<file path="config.mk">
export PLATFORM = sky130hd
export DESIGN_NAME = fieldbus_channel_command_diag
export DESIGN_NICKNAME = d
export VERILOG_FILES = /design/src/hdl/chan_pkg.sv /design/src/hdl/fieldbus_channel_command_diag.sv
export SDC_FILE = /design/constraint.sdc
export NUM_CORES = 1
export LEC_CHECK = 0
export BUFFER_PORTS_ARGS = -buffer_cell sky130_fd_sc_hd__buf_2
export CORE_MARGIN = 5
export CORE_UTILIZATION = 46
export DETAILED_ROUTE_END_ITERATION = 10
export PLACE_DENSITY = 0.76
export SYNTH_ARGS = -nofsm -noshare
export SYNTH_HDL_FRONTEND = slang
export SYNTH_SLANG_ARGS = --single-unit
export TNS_END_PERCENT = 100
</file>
<file path="constraint.sdc">
create_clock -name sys_clk -period 2.3 [get_ports sys_clk]
set_input_delay 0.345 -clock sys_clk [delete_from_list [all_inputs] [get_ports sys_clk]]
set_output_delay 0.345 -clock sys_clk [all_outputs]
set_load 0.005 [all_outputs]
</file>
<file path="src/hdl/chan_pkg.sv">
// Package: register map, diagnostic bit positions, command codes and limits for the channel unit
`default_nettype none
package chan_pkg;
  localparam logic [7:0]  OFF_CMD      = 8'h00;
  localparam logic [7:0]  OFF_STATUS   = 8'h04;
  localparam logic [7:0]  OFF_DIAG     = 8'h08;
  localparam logic [7:0]  OFF_CONFIG   = 8'h0C;
  localparam logic [7:0]  OFF_EVENT    = 8'h10;
  localparam logic [7:0]  OFF_OBJINFO  = 8'h14;
  localparam int          BIT_FMT_RX   = 9;
  localparam int          BIT_RANGE_RX = 12;
  localparam int          BIT_NAK      = 20;
  localparam int          BIT_FMT_TX   = 25;
  localparam int          BIT_RANGE_TX = 28;
  localparam int          BIT_RESP     = 30;
  localparam int          BIT_PROG     = 31;
  localparam logic [13:0] LOCAL_MIN    = 14'd100;
  localparam logic [13:0] LOCAL_MAX    = 14'd499;
  localparam logic [15:0] REMOTE_MAX   = 16'd16383;
  localparam logic [8:0]  SUB_MAX      = 9'd255;
  localparam logic [1:0]  TRIES        = 2'd3;
  localparam logic [31:0] DIAG_RESET   = 32'h0000_0000;
  localparam logic [1:0]  SVC_INIT     = 2'h0;
  localparam logic [1:0]  SVC_READ     = 2'h1;
  localparam logic [1:0]  SVC_WRITE    = 2'h2;
  localparam logic [1:0]  SVC_ABORT    = 2'h3;
  typedef enum logic [1:0] {CMD_NONE, CMD_OPEN_CLOSE, CMD_READ, CMD_WRITE} cmd_kind_t;
  typedef struct packed {
    logic       valid;
    logic       nak;
    logic [1:0] svc;
    logic [7:0] invoke_id;
    logic [7:0] byte_count;
  } confirm_t;
  typedef struct packed {
    logic       valid;
    logic [1:0] kind;
    logic       obj_bad;
    logic       sub_over;
    logic       count_bad;
  } indication_t;
endpackage
`default_nettype wire

</file>
<file path="src/hdl/fieldbus_channel_command_diag.sv">
// Channel command interpreter with diagnostic register and summary flags
//
// Decided for this implementation: the AHB-Lite register port and the address map.
`default_nettype none
module fieldbus_channel_command_diag #(
  parameter int unsigned ID_W = 8
) (
  input  wire logic                 sys_clk,
  input  wire logic                 sys_rst,
  input  wire logic [31:0]          haddr,
  input  wire logic [1:0]           htrans,
  input  wire logic                 hwrite,
  input  wire logic [2:0]           hsize,
  input  wire logic [31:0]          hwdata,
  input  wire logic                 hsel,
  input  wire logic                 hready,
  output logic [31:0]               hrdata,
  output logic                      hreadyout,
  output logic                      hresp,
  output logic                      req_valid,
  output logic [1:0]                req_svc,
  output logic [ID_W-1:0]           req_invoke_id,
  output logic [15:0]               req_remote_index,
  output logic [13:0]               req_local_index,
  output logic [7:0]                req_sub_index,
  input  wire chan_pkg::confirm_t   confirm,
  input  wire chan_pkg::indication_t indication,
  input  wire logic                 dpram_bad_code,
  input  wire logic                 txbuf_bad_code,
  output logic                      tx_error_flag,
  output logic                      rx_error_flag,
  output logic                      not_executed_flag,
  output logic                      transfer_busy_flag,
  output logic                      channel_closed_flag,
  output logic                      error_flag
);
  import chan_pkg::*;

  // ==========================================================================
  // Bus slave
  // ==========================================================================
  // Address phase is captured; zero-wait OKAY answer in the data phase.
  logic        ph_wr_q, ph_wr_d;
  logic [7:0]  ph_addr_q, ph_addr_d;
  logic [31:0] hrdata_q, hrdata_d;
  logic        take;

  assign take = hsel && hready && htrans[1];

  always_comb begin
    ph_wr_d   = take && hwrite;
    ph_addr_d = take ? haddr[7:0] : ph_addr_q;
  end

  always_ff @(posedge sys_clk) begin
    if (sys_rst) begin
      ph_wr_q   <= 1'b0;
      ph_addr_q <= 8'h00;
    end else begin
      ph_wr_q   <= ph_wr_d;
      ph_addr_q <= ph_addr_d;
    end
  end

  // ==========================================================================
  // Configuration
  // ==========================================================================
  // CONFIG: [0] assigned, [1] local object defined, [9:2] local object size (bytes),
  // [17:10] local object resources.  OBJINFO is kept for future table growth.
  logic        assigned_q, assigned_d, obj_def_q, obj_def_d;
  logic [7:0]  obj_size_q, obj_size_d, obj_res_q, obj_res_d;
  logic        wr_cfg, wr_cmd, wr_diag, wr_event;

  assign wr_cfg   = ph_wr_q && (ph_addr_q == OFF_CONFIG);
  assign wr_cmd   = ph_wr_q && (ph_addr_q == OFF_CMD);
  assign wr_diag  = ph_wr_q && (ph_addr_q == OFF_DIAG);
  assign wr_event = ph_wr_q && (ph_addr_q == OFF_EVENT);

  always_comb begin
    assigned_d = wr_cfg ? hwdata[0] : assigned_q;
    obj_def_d  = wr_cfg ? hwdata[1] : obj_def_q;
    obj_size_d = wr_cfg ? hwdata[9:2] : obj_size_q;
    obj_res_d  = wr_cfg ? hwdata[17:10] : obj_res_q;
  end

  always_ff @(posedge sys_clk) begin
    if (sys_rst) begin
      assigned_q <= 1'b0;
      obj_def_q  <= 1'b0;
      obj_size_q <= 8'h00;
      obj_res_q  <= 8'h00;
    end else begin
      assigned_q <= assigned_d;
      obj_def_q  <= obj_def_d;
      obj_size_q <= obj_size_d;
      obj_res_q  <= obj_res_d;
    end
  end

  // ==========================================================================
  // Command decode
  // ==========================================================================
  // CMD word: [1:0] kind, [2] state operand, [10:3] station (ignored),
  // [18:11] sub-index, [31:19] local index (13 bits).  Remote index in hwdata
  // would not fit, so a write to EVENT supplies [15:0] remote index.
  logic [15:0] remote_q, remote_d;
  cmd_kind_t   kind;
  logic        open_state;
  logic [13:0] loc_idx;
  logic [8:0]  sub_idx;

  assign kind       = cmd_kind_t'(hwdata[1:0]);
  assign open_state = hwdata[2];
  assign sub_idx    = {1'b0, hwdata[18:11]};        // station field [10:3] unused
  assign loc_idx    = {1'b0, hwdata[31:19]};

  function automatic logic local_bad(input logic def, input logic [13:0] idx);
    local_bad = !def || (idx < LOCAL_MIN) || (idx > LOCAL_MAX);
  endfunction

  typedef enum logic [1:0] {S_IDLE, S_WAIT} state_t;
  state_t      st_q, st_d;
  logic        open_q, open_d;
  logic [1:0]  tries_q, tries_d;
  logic [1:0]  svc_q, svc_d;
  logic [ID_W-1:0] id_q, id_d;
  logic [13:0] lidx_q, lidx_d;
  logic [7:0]  sidx_q, sidx_d;
  logic        not_executed_flag_q, not_executed_flag_d, err_q, err_d, reqv_q, reqv_d;
  logic [31:0] diag_q, diag_d, set_v;
  logic        cmd_ok;

  always_comb begin
    st_d     = st_q;
    open_d   = open_q;
    tries_d  = tries_q;
    svc_d    = svc_q;
    id_d     = id_q;
    lidx_d   = lidx_q;
    sidx_d   = sidx_q;
    not_executed_flag_d   = not_executed_flag_q;
    err_d    = err_q;
    reqv_d   = 1'b0;
    remote_d = wr_event ? hwdata[15:0] : remote_q;
    set_v    = 32'h0000_0000;
    cmd_ok   = 1'b0;
    if (wr_cmd && kind != CMD_NONE) begin
      not_executed_flag_d = 1'b0;
      if (!assigned_q) begin
        err_d = 1'b1;
      end else if (st_q != S_IDLE) begin
        set_v[BIT_PROG] = 1'b1;
      end else if (kind == CMD_OPEN_CLOSE) begin
        cmd_ok = 1'b1;
        svc_d  = open_state ? SVC_INIT : SVC_ABORT;
      end else if (!open_q) begin
        set_v[BIT_PROG] = 1'b1;
      end else if (local_bad(obj_def_q, loc_idx)) begin
        set_v[BIT_RANGE_TX] = 1'b1;
      end else if ((remote_q > REMOTE_MAX) || (sub_idx > SUB_MAX) || (sub_idx[7:0] > obj_res_q)) begin
        set_v[BIT_RANGE_TX] = 1'b1;
      end else begin
        cmd_ok = 1'b1;
        svc_d  = (kind == CMD_READ) ? SVC_READ : SVC_WRITE;
      end
      if (cmd_ok) begin
        st_d    = S_WAIT;
        reqv_d  = 1'b1;
        tries_d = 2'd1;
        id_d    = id_q + 1'b1;
        lidx_d  = loc_idx;
        sidx_d  = sub_idx[7:0];
      end
    end
    // Abort is unconfirmed: sending the request ends the command
    if (st_q == S_WAIT && svc_q == SVC_ABORT) begin
      st_d   = S_IDLE;
      open_d = 1'b0;
    end
    if (st_q == S_WAIT && confirm.valid) begin
      if (confirm.svc != svc_q) begin
        set_v[BIT_RESP] = 1'b1;
      end else if (svc_q != SVC_INIT && svc_q != SVC_ABORT && confirm.invoke_id != id_q) begin
        set_v[BIT_RESP] = 1'b1;
      end
      if (confirm.nak && svc_q != SVC_ABORT) begin
        set_v[BIT_NAK] = 1'b1;
      end
      if (svc_q == SVC_READ && !confirm.nak && confirm.byte_count != obj_size_q) begin
        set_v[BIT_RANGE_TX] = 1'b1;
      end
      if (confirm.nak && (svc_q == SVC_READ || svc_q == SVC_WRITE) && tries_q != TRIES) begin
        tries_d = tries_q + 2'd1;
        reqv_d  = 1'b1;
      end else begin
        st_d = S_IDLE;
        if (confirm.nak && (svc_q == SVC_READ || svc_q == SVC_WRITE)) begin
          not_executed_flag_d = 1'b1;
        end
        if (svc_q == SVC_INIT) begin
          open_d = !confirm.nak;
        end else if (svc_q == SVC_ABORT) begin
          open_d = 1'b0;
        end
      end
    end
    if (dpram_bad_code) begin
      set_v[BIT_FMT_RX] = 1'b1;
    end
    if (txbuf_bad_code) begin
      set_v[BIT_FMT_TX] = 1'b1;
    end
    if (indication.valid && (indication.obj_bad || indication.sub_over ||
        (indication.kind == SVC_WRITE && indication.count_bad))) begin
      set_v[BIT_RANGE_RX] = 1'b1;
    end
    // Write-one-to-clear; a new event in the same cycle wins over the clear
    diag_d = (diag_q & ~(wr_diag ? hwdata : 32'h0000_0000)) | set_v;
  end

  always_ff @(posedge sys_clk) begin
    if (sys_rst) begin
      st_q     <= S_IDLE;
      open_q   <= 1'b0;
      tries_q  <= 2'd0;
      svc_q    <= SVC_INIT;
      id_q     <= '0;
      lidx_q   <= 14'h0000;
      sidx_q   <= 8'h00;
      not_executed_flag_q   <= 1'b0;
      err_q    <= 1'b0;
      reqv_q   <= 1'b0;
      remote_q <= 16'h0000;
      diag_q   <= DIAG_RESET;
    end else begin
      st_q     <= st_d;
      open_q   <= open_d;
      tries_q  <= tries_d;
      svc_q    <= svc_d;
      id_q     <= id_d;
      lidx_q   <= lidx_d;
      sidx_q   <= sidx_d;
      not_executed_flag_q   <= not_executed_flag_d;
      err_q    <= err_d;
      reqv_q   <= reqv_d;
      remote_q <= remote_d;
      diag_q   <= diag_d;
    end
  end

  // ==========================================================================
  // Summary flags and outputs
  // ==========================================================================
  logic tx_error_flag_q, rx_error_flag_q, busy_q, closed_q;
  always_ff @(posedge sys_clk) begin
    if (sys_rst) begin
      tx_error_flag_q   <= 1'b0;
      rx_error_flag_q   <= 1'b0;
      busy_q   <= 1'b0;
      closed_q <= 1'b1;
    end else begin
      tx_error_flag_q   <= |diag_d[31:16];
      rx_error_flag_q   <= |diag_d[15:0];
      busy_q   <= (st_d == S_WAIT);
      closed_q <= !open_d;
    end
  end

  // Read word is latched at the address phase so hrdata is a flop; it uses next-state
  // values so a write in the data phase just before is already seen
  logic [31:0] rd_mux;
  always_comb begin
    case (haddr[7:0])
      OFF_STATUS: rd_mux = {26'h0, !open_d, st_d == S_WAIT, |diag_d[31:16], |diag_d[15:0], not_executed_flag_d, err_d};
      OFF_DIAG:   rd_mux = diag_d;
      OFF_CONFIG: rd_mux = {14'h0, obj_res_d, obj_size_d, obj_def_d, assigned_d};
      OFF_EVENT:  rd_mux = {16'h0, remote_d};
      default:    rd_mux = 32'h0000_0000;
    endcase
    hrdata_d = (take && !hwrite) ? rd_mux : 32'h0000_0000;
  end

  always_ff @(posedge sys_clk) begin
    if (sys_rst) hrdata_q <= 32'h0000_0000;
    else         hrdata_q <= hrdata_d;
  end

  assign hrdata              = hrdata_q;
  assign hreadyout           = 1'b1;
  assign hresp               = 1'b0;
  assign req_valid           = reqv_q;
  assign req_svc             = svc_q;
  assign req_invoke_id       = id_q;
  assign req_remote_index    = remote_q;
  assign req_local_index     = lidx_q;
  assign req_sub_index       = sidx_q;
  assign tx_error_flag       = tx_error_flag_q;
  assign rx_error_flag       = rx_error_flag_q;
  assign not_executed_flag   = not_executed_flag_q;
  assign transfer_busy_flag  = busy_q;
  assign channel_closed_flag = closed_q;
  assign error_flag          = err_q;

  logic rw_go;
  assign rw_go = wr_cmd && assigned_q && st_q == S_IDLE && (kind == CMD_READ || kind == CMD_WRITE);
endmodule
`default_nettype wire

</file>
==> metrics, run 1 <==
status=complete, but fails checks; failing checks=negative setup slack; P_sw=0.00134 W; crit path max fanout=8; most frequent cells in the layout=buf_2 (158), dfxtp_1 (148), nor2_1 (125); leakage=3.99 nW; Period minus WS final=2450 ps; clock network power share=48.3%; first-pass GRT wire length=31.1 mm; fraction of power spent switching nets=around a quarter; part of the power in registers=between 40% and 50%; clk sink count=150; Min-Delay Path Class=in -> reg; Avg WL per Cell=17.8 um; fin crit share=107%; DRT antenna net count=0; Syn. warnings=0; VDD IR max=between 0.4 and 0.5 mV; Fill cells=1008; core area=13200 um^2; Finished Core Util=67.2%; overall power=roughly 0.0057 W; Pint=roughly 0.0044 W; Startpoint Class=register; commonest register cell after synthesis=dfxtp_1; Worst-Skew Late Latency=440 ps; RSZ-0062 raised after global routing=true; first drt pass iteration count=5; number of placed instances, taps included=1112; Final setup viols=32; H-Tree Depth=4; Placer Congestion=0.879; final instance area=8900 um^2; initial antenna violation count=1; CTS tree=done; Final Hold Vio Count=0; multi-input logic area=3300 um^2; max-cap violations=0; Post-DP Area=roughly 7800 um^2; die width=126 um; Vias/cell=5.41; share of cells above drive strength 1=between 30% and 40%; commonest non-fill, non-tap cell in the layout=buf_2; # port buffers=around 160; syn_area_per_cell=roughly 8.5 um^2; nets=1083; dominant cell type by area after synthesis=dfxtp_1; Setup Skew=10.4 ps; CTS buffer count=17; fmax=around 0.41 GHz; crit path DAT=2760 ps; Netlist cell types=just under 60; PwrDens=roughly 640 nW/um^2; worst hold margin=163 ps; DRC viols=0; Die Area=roughly 16000 um^2; register clock-pin slew on the reported worst setup and hold paths=60 ps; CTS Root Cell=clkbuf_16; worst rel slew slack=54.4%; grt ovf=0; Starting Density=a little under half; Worst Path Required=2600 ps; Worst Tran Pin Value=681 ps; Synth Instances=730; top post-synthesis cells by area=dfxtp_1 (48%), nor2_1 (7.7%), nand2_1 (5.4%); Synth Cell Area=6230 um^2; Post-synth ARST share=0%; combinational share of power=6.0%; Finished Layout Cells=1158; Synth Register Bits=150; Total Routing Usage GR=24.4%; Row Count=42; chip height=126 um; deepest clock path buffer count=2; number of flops mapped to enable cells by yosys=0; Sequential Area=about 3000 um^2; Pins Over Slew Limit=0; I/O pin total=191; routed vias=between 6000 and 7000; register area share after synthesis=48.2%; P&R area growth vs syn=42.9%; final wirelength=20.6 mm; largest net degree at the start of global routing=118; number of global-route vias before repair=6121; area fraction of the dominant cell type after synthesis=between 40% and 50%; Initial DRC Count=559; detailed placer's ending HPWL=13.7 mm; Crit Path Class=reg -> reg; Crit. End Element=register; setup ws final=-153 ps
-- registers in the layout, indices dropped and copies added, names as in the netlist, 13 cells and up --
signal,count
diag_q,32
hrdata,32
req_remote_index,16
req_local_index,13
-- synthesized netlist by cell type (2+ instances only) --
library cell and instances:
a21boi_0 3, o22ai_1 13, mux2_2 2, o211ai_1 4
nand2b_1 3, a221oi_1 2, and4_1 2, nor3b_1 4
o21ai_0 9, dfxtp_1 150, inv_1 36, mux2i_1 31
ha_1 13, nand4_1 10, and2_1 3, nor4_1 8
or2_2 2, o21a_1 2, a211oi_1 3, xnor2_1 3
buf_4 3, conb_1 2, a21oi_1 60, nor4b_1 2
o21ai_1 9, nand3_1 6, a21o_1 2, nand2_1 90
nor3_1 10, nor2_1 127, a31oi_1 8, a32oi_1 2
nand3b_1 4, nor4_2 2, o41ai_1 12, and3_1 3
nor2b_1 8, xor2_1 21, or4_1 3, o221a_2 2
clkbuf_1 29, buf_2 6
-- through the flow --
step | setup WS, ps | TNS [ps]
after floorplan | -67.7 | -114
after global placement | -240 | -2720
after detailed placement | -312 | -4140
after CTS | -154 | -1050
after global routing | -254 | -5700
final | -153 | -1450
-- worst max-delay path, stage by stage (launching register included) --
cell     delay, ps
dfxtp_1        310
or4_4          580
or3_4          470
buf_6          160
o21ai_4        150
and3_4         200
nand4_1        150
buf_4          170
nor3_2          90
nor2_1          50
-- cell families (layout without fill, tap and decap cells) --
group                    count (synthesis)  count (layout)  synth area share [%]
AND/OR/NAND/NOR                        295             295                  21.9
flip-flops                             150             150                  48.2
AO/OA/AOI/OAI                          137             137                  13.5
buffers and inverters                   76             326                  5.00
multiplexers                            33              33                  5.34
XOR/XNOR                                24              24                  3.37
adder cells (fa/ha/maj)                 13              13                  2.61
other                                    2               4                 0.121
-- path summary, 6_finish.rpt --
path,from,to,slack (ps),cells after the start
worst min-delay path,haddr[0],ph_addr_q[0],160,3
worst max register to register,ph_addr_q[5],tx_error_flag,-150,9
worst min register to register,req_local_index[5],req_local_index[5],450,2
worst max-delay path,ph_addr_q[5],tx_error_flag,-150,9
-- power by group through the flow --
stage | Clock (W) | Combinational [W] | Sequential, W
after floorplan | 0 | 0.000134 | 0.00267
after global placement | 0 | 0.000295 | 0.00267
after detailed placement | 0 | 0.000298 | 0.00267
after CTS | 0.00277 | 0.000320 | 0.00262
after global routing | 0.00289 | 0.000373 | 0.00262
final | 0.00277 | 0.000346 | 0.00262
-- final cells by class --
type | instances | share of cell area, %
diodes | 1 | 0.0281
clock buffers | 19 | 5.09
clock inverters | 13 | 1.48
inverters | 36 | 1.52
multi-input cells | 505 | 37.1
flip-flops and latches | 150 | 33.8
well taps | 176 | 2.47
repair buffers | 258 | 18.6
-- repair_timing --
action,CTS,global route
gates cloned,0,2
buffers inserted,4,8
setup endpoints to repair,48,58
hold buffers,0,0
gates resized for setup,33,39
pin swaps,15,19
-- metal layers --
layer	vias to the layer above	global-route usage, %	routed length (um)
met4	0	10.8	666
met1	2957	30.7	8450
met5	-	0	0
met2	280	40.1	10000
li1	2980	-	-
met3	51	5.59	1400
(Power assumes the default switching activity.)
==> run 2, diff against run 1 <==
Clock period 2.3 ns to 2 ns, I/O delays scaled along.
==> run 2 against run 1 <==
Against the previous run: the run still ends with negative setup slack left; critical endpoint is now req_invoke_id[7]; die area stayed put; first-iteration DRC count up 98%; flip-flop and latch count unchanged; fmax shrank 9.2%; critical path depth down 1; cell area increased by 14%.
==> metrics, run 2 (same netlist as run 1, synthesis figures left out) <==
status=complete, but fails checks; failing checks=negative setup slack; CTS buffer count=17 (unchanged); Worst Path Required=2360 ps (-240 ps); most used cell, CP=nor4_4; # port buffers=159 (unchanged); slowest stage delay, CP=580 ps (about the same); combinational share of power=7.4% (+1.4 points); fraction of power spent switching nets=23.5% (+0.13 points); Crit. End Element=register; DRC viols=0 (unchanged); detailed placer's ending HPWL=14.3 mm (+4.3%); P&R area growth vs syn=63.4%; r2r setup slk=-700 ps (-550 ps); VDD IR max=0.512 mV (+2.6%); Top delay family on crit path=simple AND/OR/NAND/NOR gates; origin of the critical flop-to-flop path=ph_addr_q[7]; Worst R2R Path Depth=8 (-1); Buf/Inv on CP=1 (-1); RSZ-0062 raised after global routing=true; clock network power share=49.0% (+0.7 points); Worst Tran Pin Value=823 ps (+142 ps); fmax=0.370 GHz (-9.2%); Avg WL per Cell=23.6 um (+33%); first drt pass iteration count=5 (unchanged); setup ws final=-700 ps (-548 ps); register clock-pin slew on the reported worst setup and hold paths=60 ps (about the same); first-pass GRT wire length=32.2 mm (+3.3%); Antenna Cells=0 (-1); final instance area=10200 um^2 (+14%); Hold Path Cell Cnt=3 (unchanged); CTS tree=done; Final Hold Vio Count=0 (unchanged); largest net degree at the start of global routing=118 (unchanged); Period minus WS final=2700 ps (+248 ps); Min-Delay Path Class=in -> reg; Initial DRC Count=1105 (+98%); grt ovf=0 (unchanged); commonest non-fill, non-tap cell in the layout=buf_2; CTS Root Cell=clkbuf_16; Setup Skew=12.3 ps (+1.90 ps); Worst-Skew Late Latency=440 ps (about the same); number of global-route vias before repair=6328 (+3.4%); Vias/cell=6.11 (+13%); I/O pin total=191 (unchanged); PwrDens=678 nW/um^2 (+5.4%); Total Routing Usage GR=25.2% (+0.74 points); clk sink count=150 (unchanged); crit-path cells=or4_4 -> buf_6 -> nor4_4 -> nand3_2 -> nor4_4 -> nand4_1 -> or3_1 -> a21oi_1; share of cells above drive strength 1=49.4% (+13 points); Placer Congestion=0.899 (+2.3%); initial antenna violation count=0 (-1); final wirelength=28.4 mm (+38%); worst rel slew slack=44.9% (-9.5 points); crit path max fanout=4 (-4); fin crit share=135% (+28 points); die width=126 um (unchanged); chip height=126 um (unchanged); DRT antenna net count=0 (unchanged); Crit Path Class=reg -> reg; deepest clock path buffer count=2 (unchanged); Worst Hold Endpoint=ph_addr_q[0]; max-cap violations=0 (unchanged); Fill cells=756 (-25%); crit path DAT=3060 ps (+300 ps); most frequent cells in the layout=buf_2 (158), dfxtp_1 (146), buf_4 (121); Row Count=42 (unchanged); nets=1130 (+4.3%); part of the power in registers=43.6% (-2.0 points); Starting Density=47.0% (unchanged); Pins Over Slew Limit=0 (unchanged); Pint=0.00528 W (+20%); slowest CP cell=or4_4; P_sw=0.00163 W (+21%); Startpoint Class=register; R2R Path End=req_invoke_id[7]; HP Start=haddr[0]; core area=13200 um^2 (unchanged); H-Tree Depth=4 (unchanged); routed vias=7348 (+17%); Final setup viols=101 (+220%); Die Area=16000 um^2 (unchanged); Post-DP Area=8090 um^2 (+3.7%); dpl ws=-568 ps (-256 ps); leakage=4.47 nW (+12%)
run 2: worst max-delay path by stage:
| stage | slack [ps] | cells past startpoint | end | start |
|---|---|---|---|---|
| 5_1_grt | -750 | 8 | req_invoke_id[7] | ph_addr_q[7] |
| 2_1_floorplan | -370 | 8 | hrdata[3] | ph_addr_q[7] |
| 6_report | -700 | 8 | req_invoke_id[7] | ph_addr_q[7] |
| 3_3_place_gp | -490 | 7 | hrdata[3] | ph_addr_q[7] |
| 4_1_cts | -470 | 8 | req_invoke_id[7] | ph_addr_q[7] |
| 3_5_place_dp | -570 | 8 | hrdata[2] | ph_addr_q[7] |
run 2: cell type report:
cell class | count | area, um^2 | share of cell area (%)
clock buffers | 24 | 492 | 4.83
clock inverters | 7 | 119 | 1.17
inverters | 36 | 135 | 1.33
multi-input cells | 505 | 4080 | 40.0
flip-flops and latches | 150 | 3010 | 29.5
well taps | 176 | 220 | 2.16
repair buffers | 305 | 2130 | 20.9
run 2: metrics by stage:
stage                     instances  power (W)  util, %  hold slack, ps  setup TNS (ps)
after floorplan                 731    0.00323        -             424           -2900
after global placement         1147    0.00344     61.1             438          -17660
after detailed placement       1147    0.00344     61.1             441          -19810
after CTS                      1189    0.00672     68.3             113          -15840
after global routing           1203    0.00704     76.9             130          -38680
final                          1203    0.00691     76.9             103          -34790
run 2: routing by layer:
metal,wire length (um),track usage [%]
met1,10100,31.0
met2,13400,42.0
met3,2910,6.52
met4,2050,10.1
met5,0,0
run 2: repair_timing:
item	4_1_cts	5_1_grt
hold buffers	0	0
setup endpoints to repair	101	110
setup buffers	11	21
gates resized for setup	47	210
pin swaps	8	74
gates cloned	0	3
run 2: worst register-to-register path: stages, from the launching register on:
cell and delay (ps):
dfxtp_2 330, or4_4 580, buf_6 160, nor4_4 240
nand3_2 190, nor4_4 350, nand4_1 240, or3_1 370
a21oi_1 160
run 2: power by group through the flow:
| stage | logic (W) | registers (W) | clock network [W] |
|---|---|---|---|
| final | 0.000514 | 0.00301 | 0.00338 |
| after global routing | 0.000534 | 0.00301 | 0.00349 |
| after CTS | 0.000394 | 0.00301 | 0.00332 |
| after detailed placement | 0.000369 | 0.00307 | 0 |
| after global placement | 0.000364 | 0.00307 | 0 |
| after floorplan | 0.000154 | 0.00307 | 0 |
==> run 3, diff against run 2 <==
Settings changed: SETUP_SLACK_MARGIN set to 0.15.
==> run 3 against run 2 <==
Against the previous run: the run still ends with negative setup slack left; hold slack improved by 1.5 ps; total power rose by 2.9%; sequential share of layout area fell by 0.51 points; wire length rose by 7.0%; cell area rose by 1.8%; via count rose by 5.6%; register-to-register slack got worse by 220 ps; global-route usage rose by 1.5 points; die area did not move; critical endpoint is now hrdata[2]; highest routed layer unchanged.
==> metrics, run 3 (same netlist as run 1, synthesis figures left out) <==
Avg WL per Cell=24.9 um (+5.2%); RSZ-0062 raised after global routing=true; crit path DAT=3250 ps (+190 ps); Total Routing Usage GR=26.7% (+1.5 points); commonest non-fill, non-tap cell in the layout=buf_2; clk sink count=150 (unchanged); Worst Tran Pin Value=754 ps (-68.9 ps); Period minus WS final=2920 ps (+225 ps); HP Start=txbuf_bad_code; Placer Congestion=0.923 (+2.6%); R2R Path End=hrdata[2]; final wirelength=30.4 mm (+7.0%); Worst-Skew Late Latency=440 ps (about the same); crit path max fanout=13 (+9); origin of the critical flop-to-flop path=ph_addr_q[5]; P&R area growth vs syn=66.3%; largest net degree at the start of global routing=52 (-56%); deepest clock path buffer count=2 (unchanged); leakage=4.51 nW (+0.72%); r2r setup slk=-920 ps (-220 ps); H-Tree Depth=4 (unchanged); Worst R2R Path Depth=8 (unchanged); status=complete, but fails checks; met2 Use GR=44.3% (+2.3 points); share of cells above drive strength 1=49.8% (+0.44 points); Final setup viols=92 (-8.9%); Starting Density=47.0% (unchanged); Initial DRC Count=1247 (+13%); Min-Delay Path Class=in -> reg; Final Hold Vio Count=0 (unchanged); number of global-route vias before repair=6619 (+4.6%); CTS tree=done; core area=13200 um^2 (unchanged); initial antenna violation count=0 (unchanged); Crit. End Element=register; max-cap violations=0 (unchanged); Pins Over Slew Limit=0 (unchanged); Post-Route Setup TNS=-31880 ps (+2910 ps); Crit Path Class=reg -> reg; first-pass GRT wire length=34.1 mm (+6.1%); PwrDens=686 nW/um^2 (+1.1%); worst rel slew slack=49.4% (+4.5 points); Antenna Cells=0 (unchanged); DRC viols=0 (unchanged); I/O pin total=191 (unchanged); Finished Layout Cells=1224 (+1.7%); fin crit share=146% (+11 points); most frequent cells in the layout=buf_2 (158), dfxtp_1 (146), buf_4 (117); met3 usage=5.80% (-0.71 points); Row Count=42 (unchanged); Worst Path Required=2330 ps (-30 ps); Setup Skew=9.19 ps (-3.12 ps); failing checks=negative setup slack; # port buffers=159 (unchanged); routed vias=7760 (+5.6%); Startpoint Class=register; grt ovf=0 (unchanged); nets=1150 (+1.8%); DRT antenna net count=0 (unchanged); number of placed instances, taps included=1156 (+0.78%); CTS Root Cell=clkbuf_16; chip height=126 um (unchanged); overall power=0.00711 W (+2.9%); GR peak layer=met2; Hold Path Cell Cnt=3 (unchanged); Vias/cell=6.34 (+3.8%); setup ws final=-925 ps (-225 ps); Die Area=16000 um^2 (unchanged); Worst Hold Endpoint=diag_q[25]; register clock-pin slew on the reported worst setup and hold paths=60 ps (about the same); fmax=0.342 GHz (-7.7%); die width=126 um (unchanged); GR Util met1=32.5% (+1.5 points); VDD IR max=0.631 mV (+23%); first drt pass iteration count=6 (+1); detailed placer's ending HPWL=14.1 mm (-1.1%); CTS buffer count=17 (unchanged)
[run 3: report_power, final]
part	switching, W	internal [W]
logic	0.000341	0.000203
clock network	0.00135	0.00220
registers	0.00000929	0.00300
[run 3: layer usage]
metal	routed length [um]	vias to the layer above
met2	13500	838
met4	2790	0
li1	-	3118
met1	10400	3504
met5	0	-
met3	3760	300
[run 3: through the flow]
stage	hold slack [ps]	instance area, um^2	worst slack (ps)	utilization, %
6_report	105	10400	-925	78.2
5_1_grt	107	10400	-1030	78.2
4_1_cts	108	9290	-525	70.1
3_5_place_dp	441	8150	-551	61.5
3_3_place_gp	435	8150	-485	61.5
2_1_floorplan	424	6310	-366	-
[run 3: layout make-up]
class,instances,area [um^2]
clock inverters,14,208
repair buffers,324,2350
clock buffers,18,429
fillers,699,2880
well taps,176,220
flip-flops and latches,150,3010
inverters,36,135
multi-input cells,506,4010
[run 3: critical path, stage by stage, from the launching register on]
cell and delay (ps):
dfxtp_2 320, or4_4 620, buf_12 210, o41ai_2 390, nand4_1 220, nor3_2 450, nand4_1 250, a221oi_2 280
nor2_1 60
[run 3: timing repair]
| action | CTS | global route |
|---|---|---|
| gates resized for setup | 83 | 182 |
| cloned | 3 | 4 |
| setup buffers | 9 | 20 |
| setup endpoints to repair | 128 | 134 |
| endpoints found under the hold margin | 0 | 0 |
| pin swaps | 17 | 71 |
| hold buffers | 0 | 0 |
[run 3: worst max-delay path by stage]
stage / startpoint / end / slack (ps) / depth (start not counted)
2_1_floorplan: ph_addr_q[7] / hrdata[3] / -370 / 8
4_1_cts: ph_addr_q[4] / hrdata[3] / -530 / 7
3_5_place_dp: ph_addr_q[7] / hrdata[3] / -550 / 7
3_3_place_gp: ph_addr_q[7] / hrdata[3] / -480 / 7
5_1_grt: ph_addr_q[5] / hrdata[2] / -1030 / 8
6_report: ph_addr_q[5] / hrdata[2] / -920 / 8
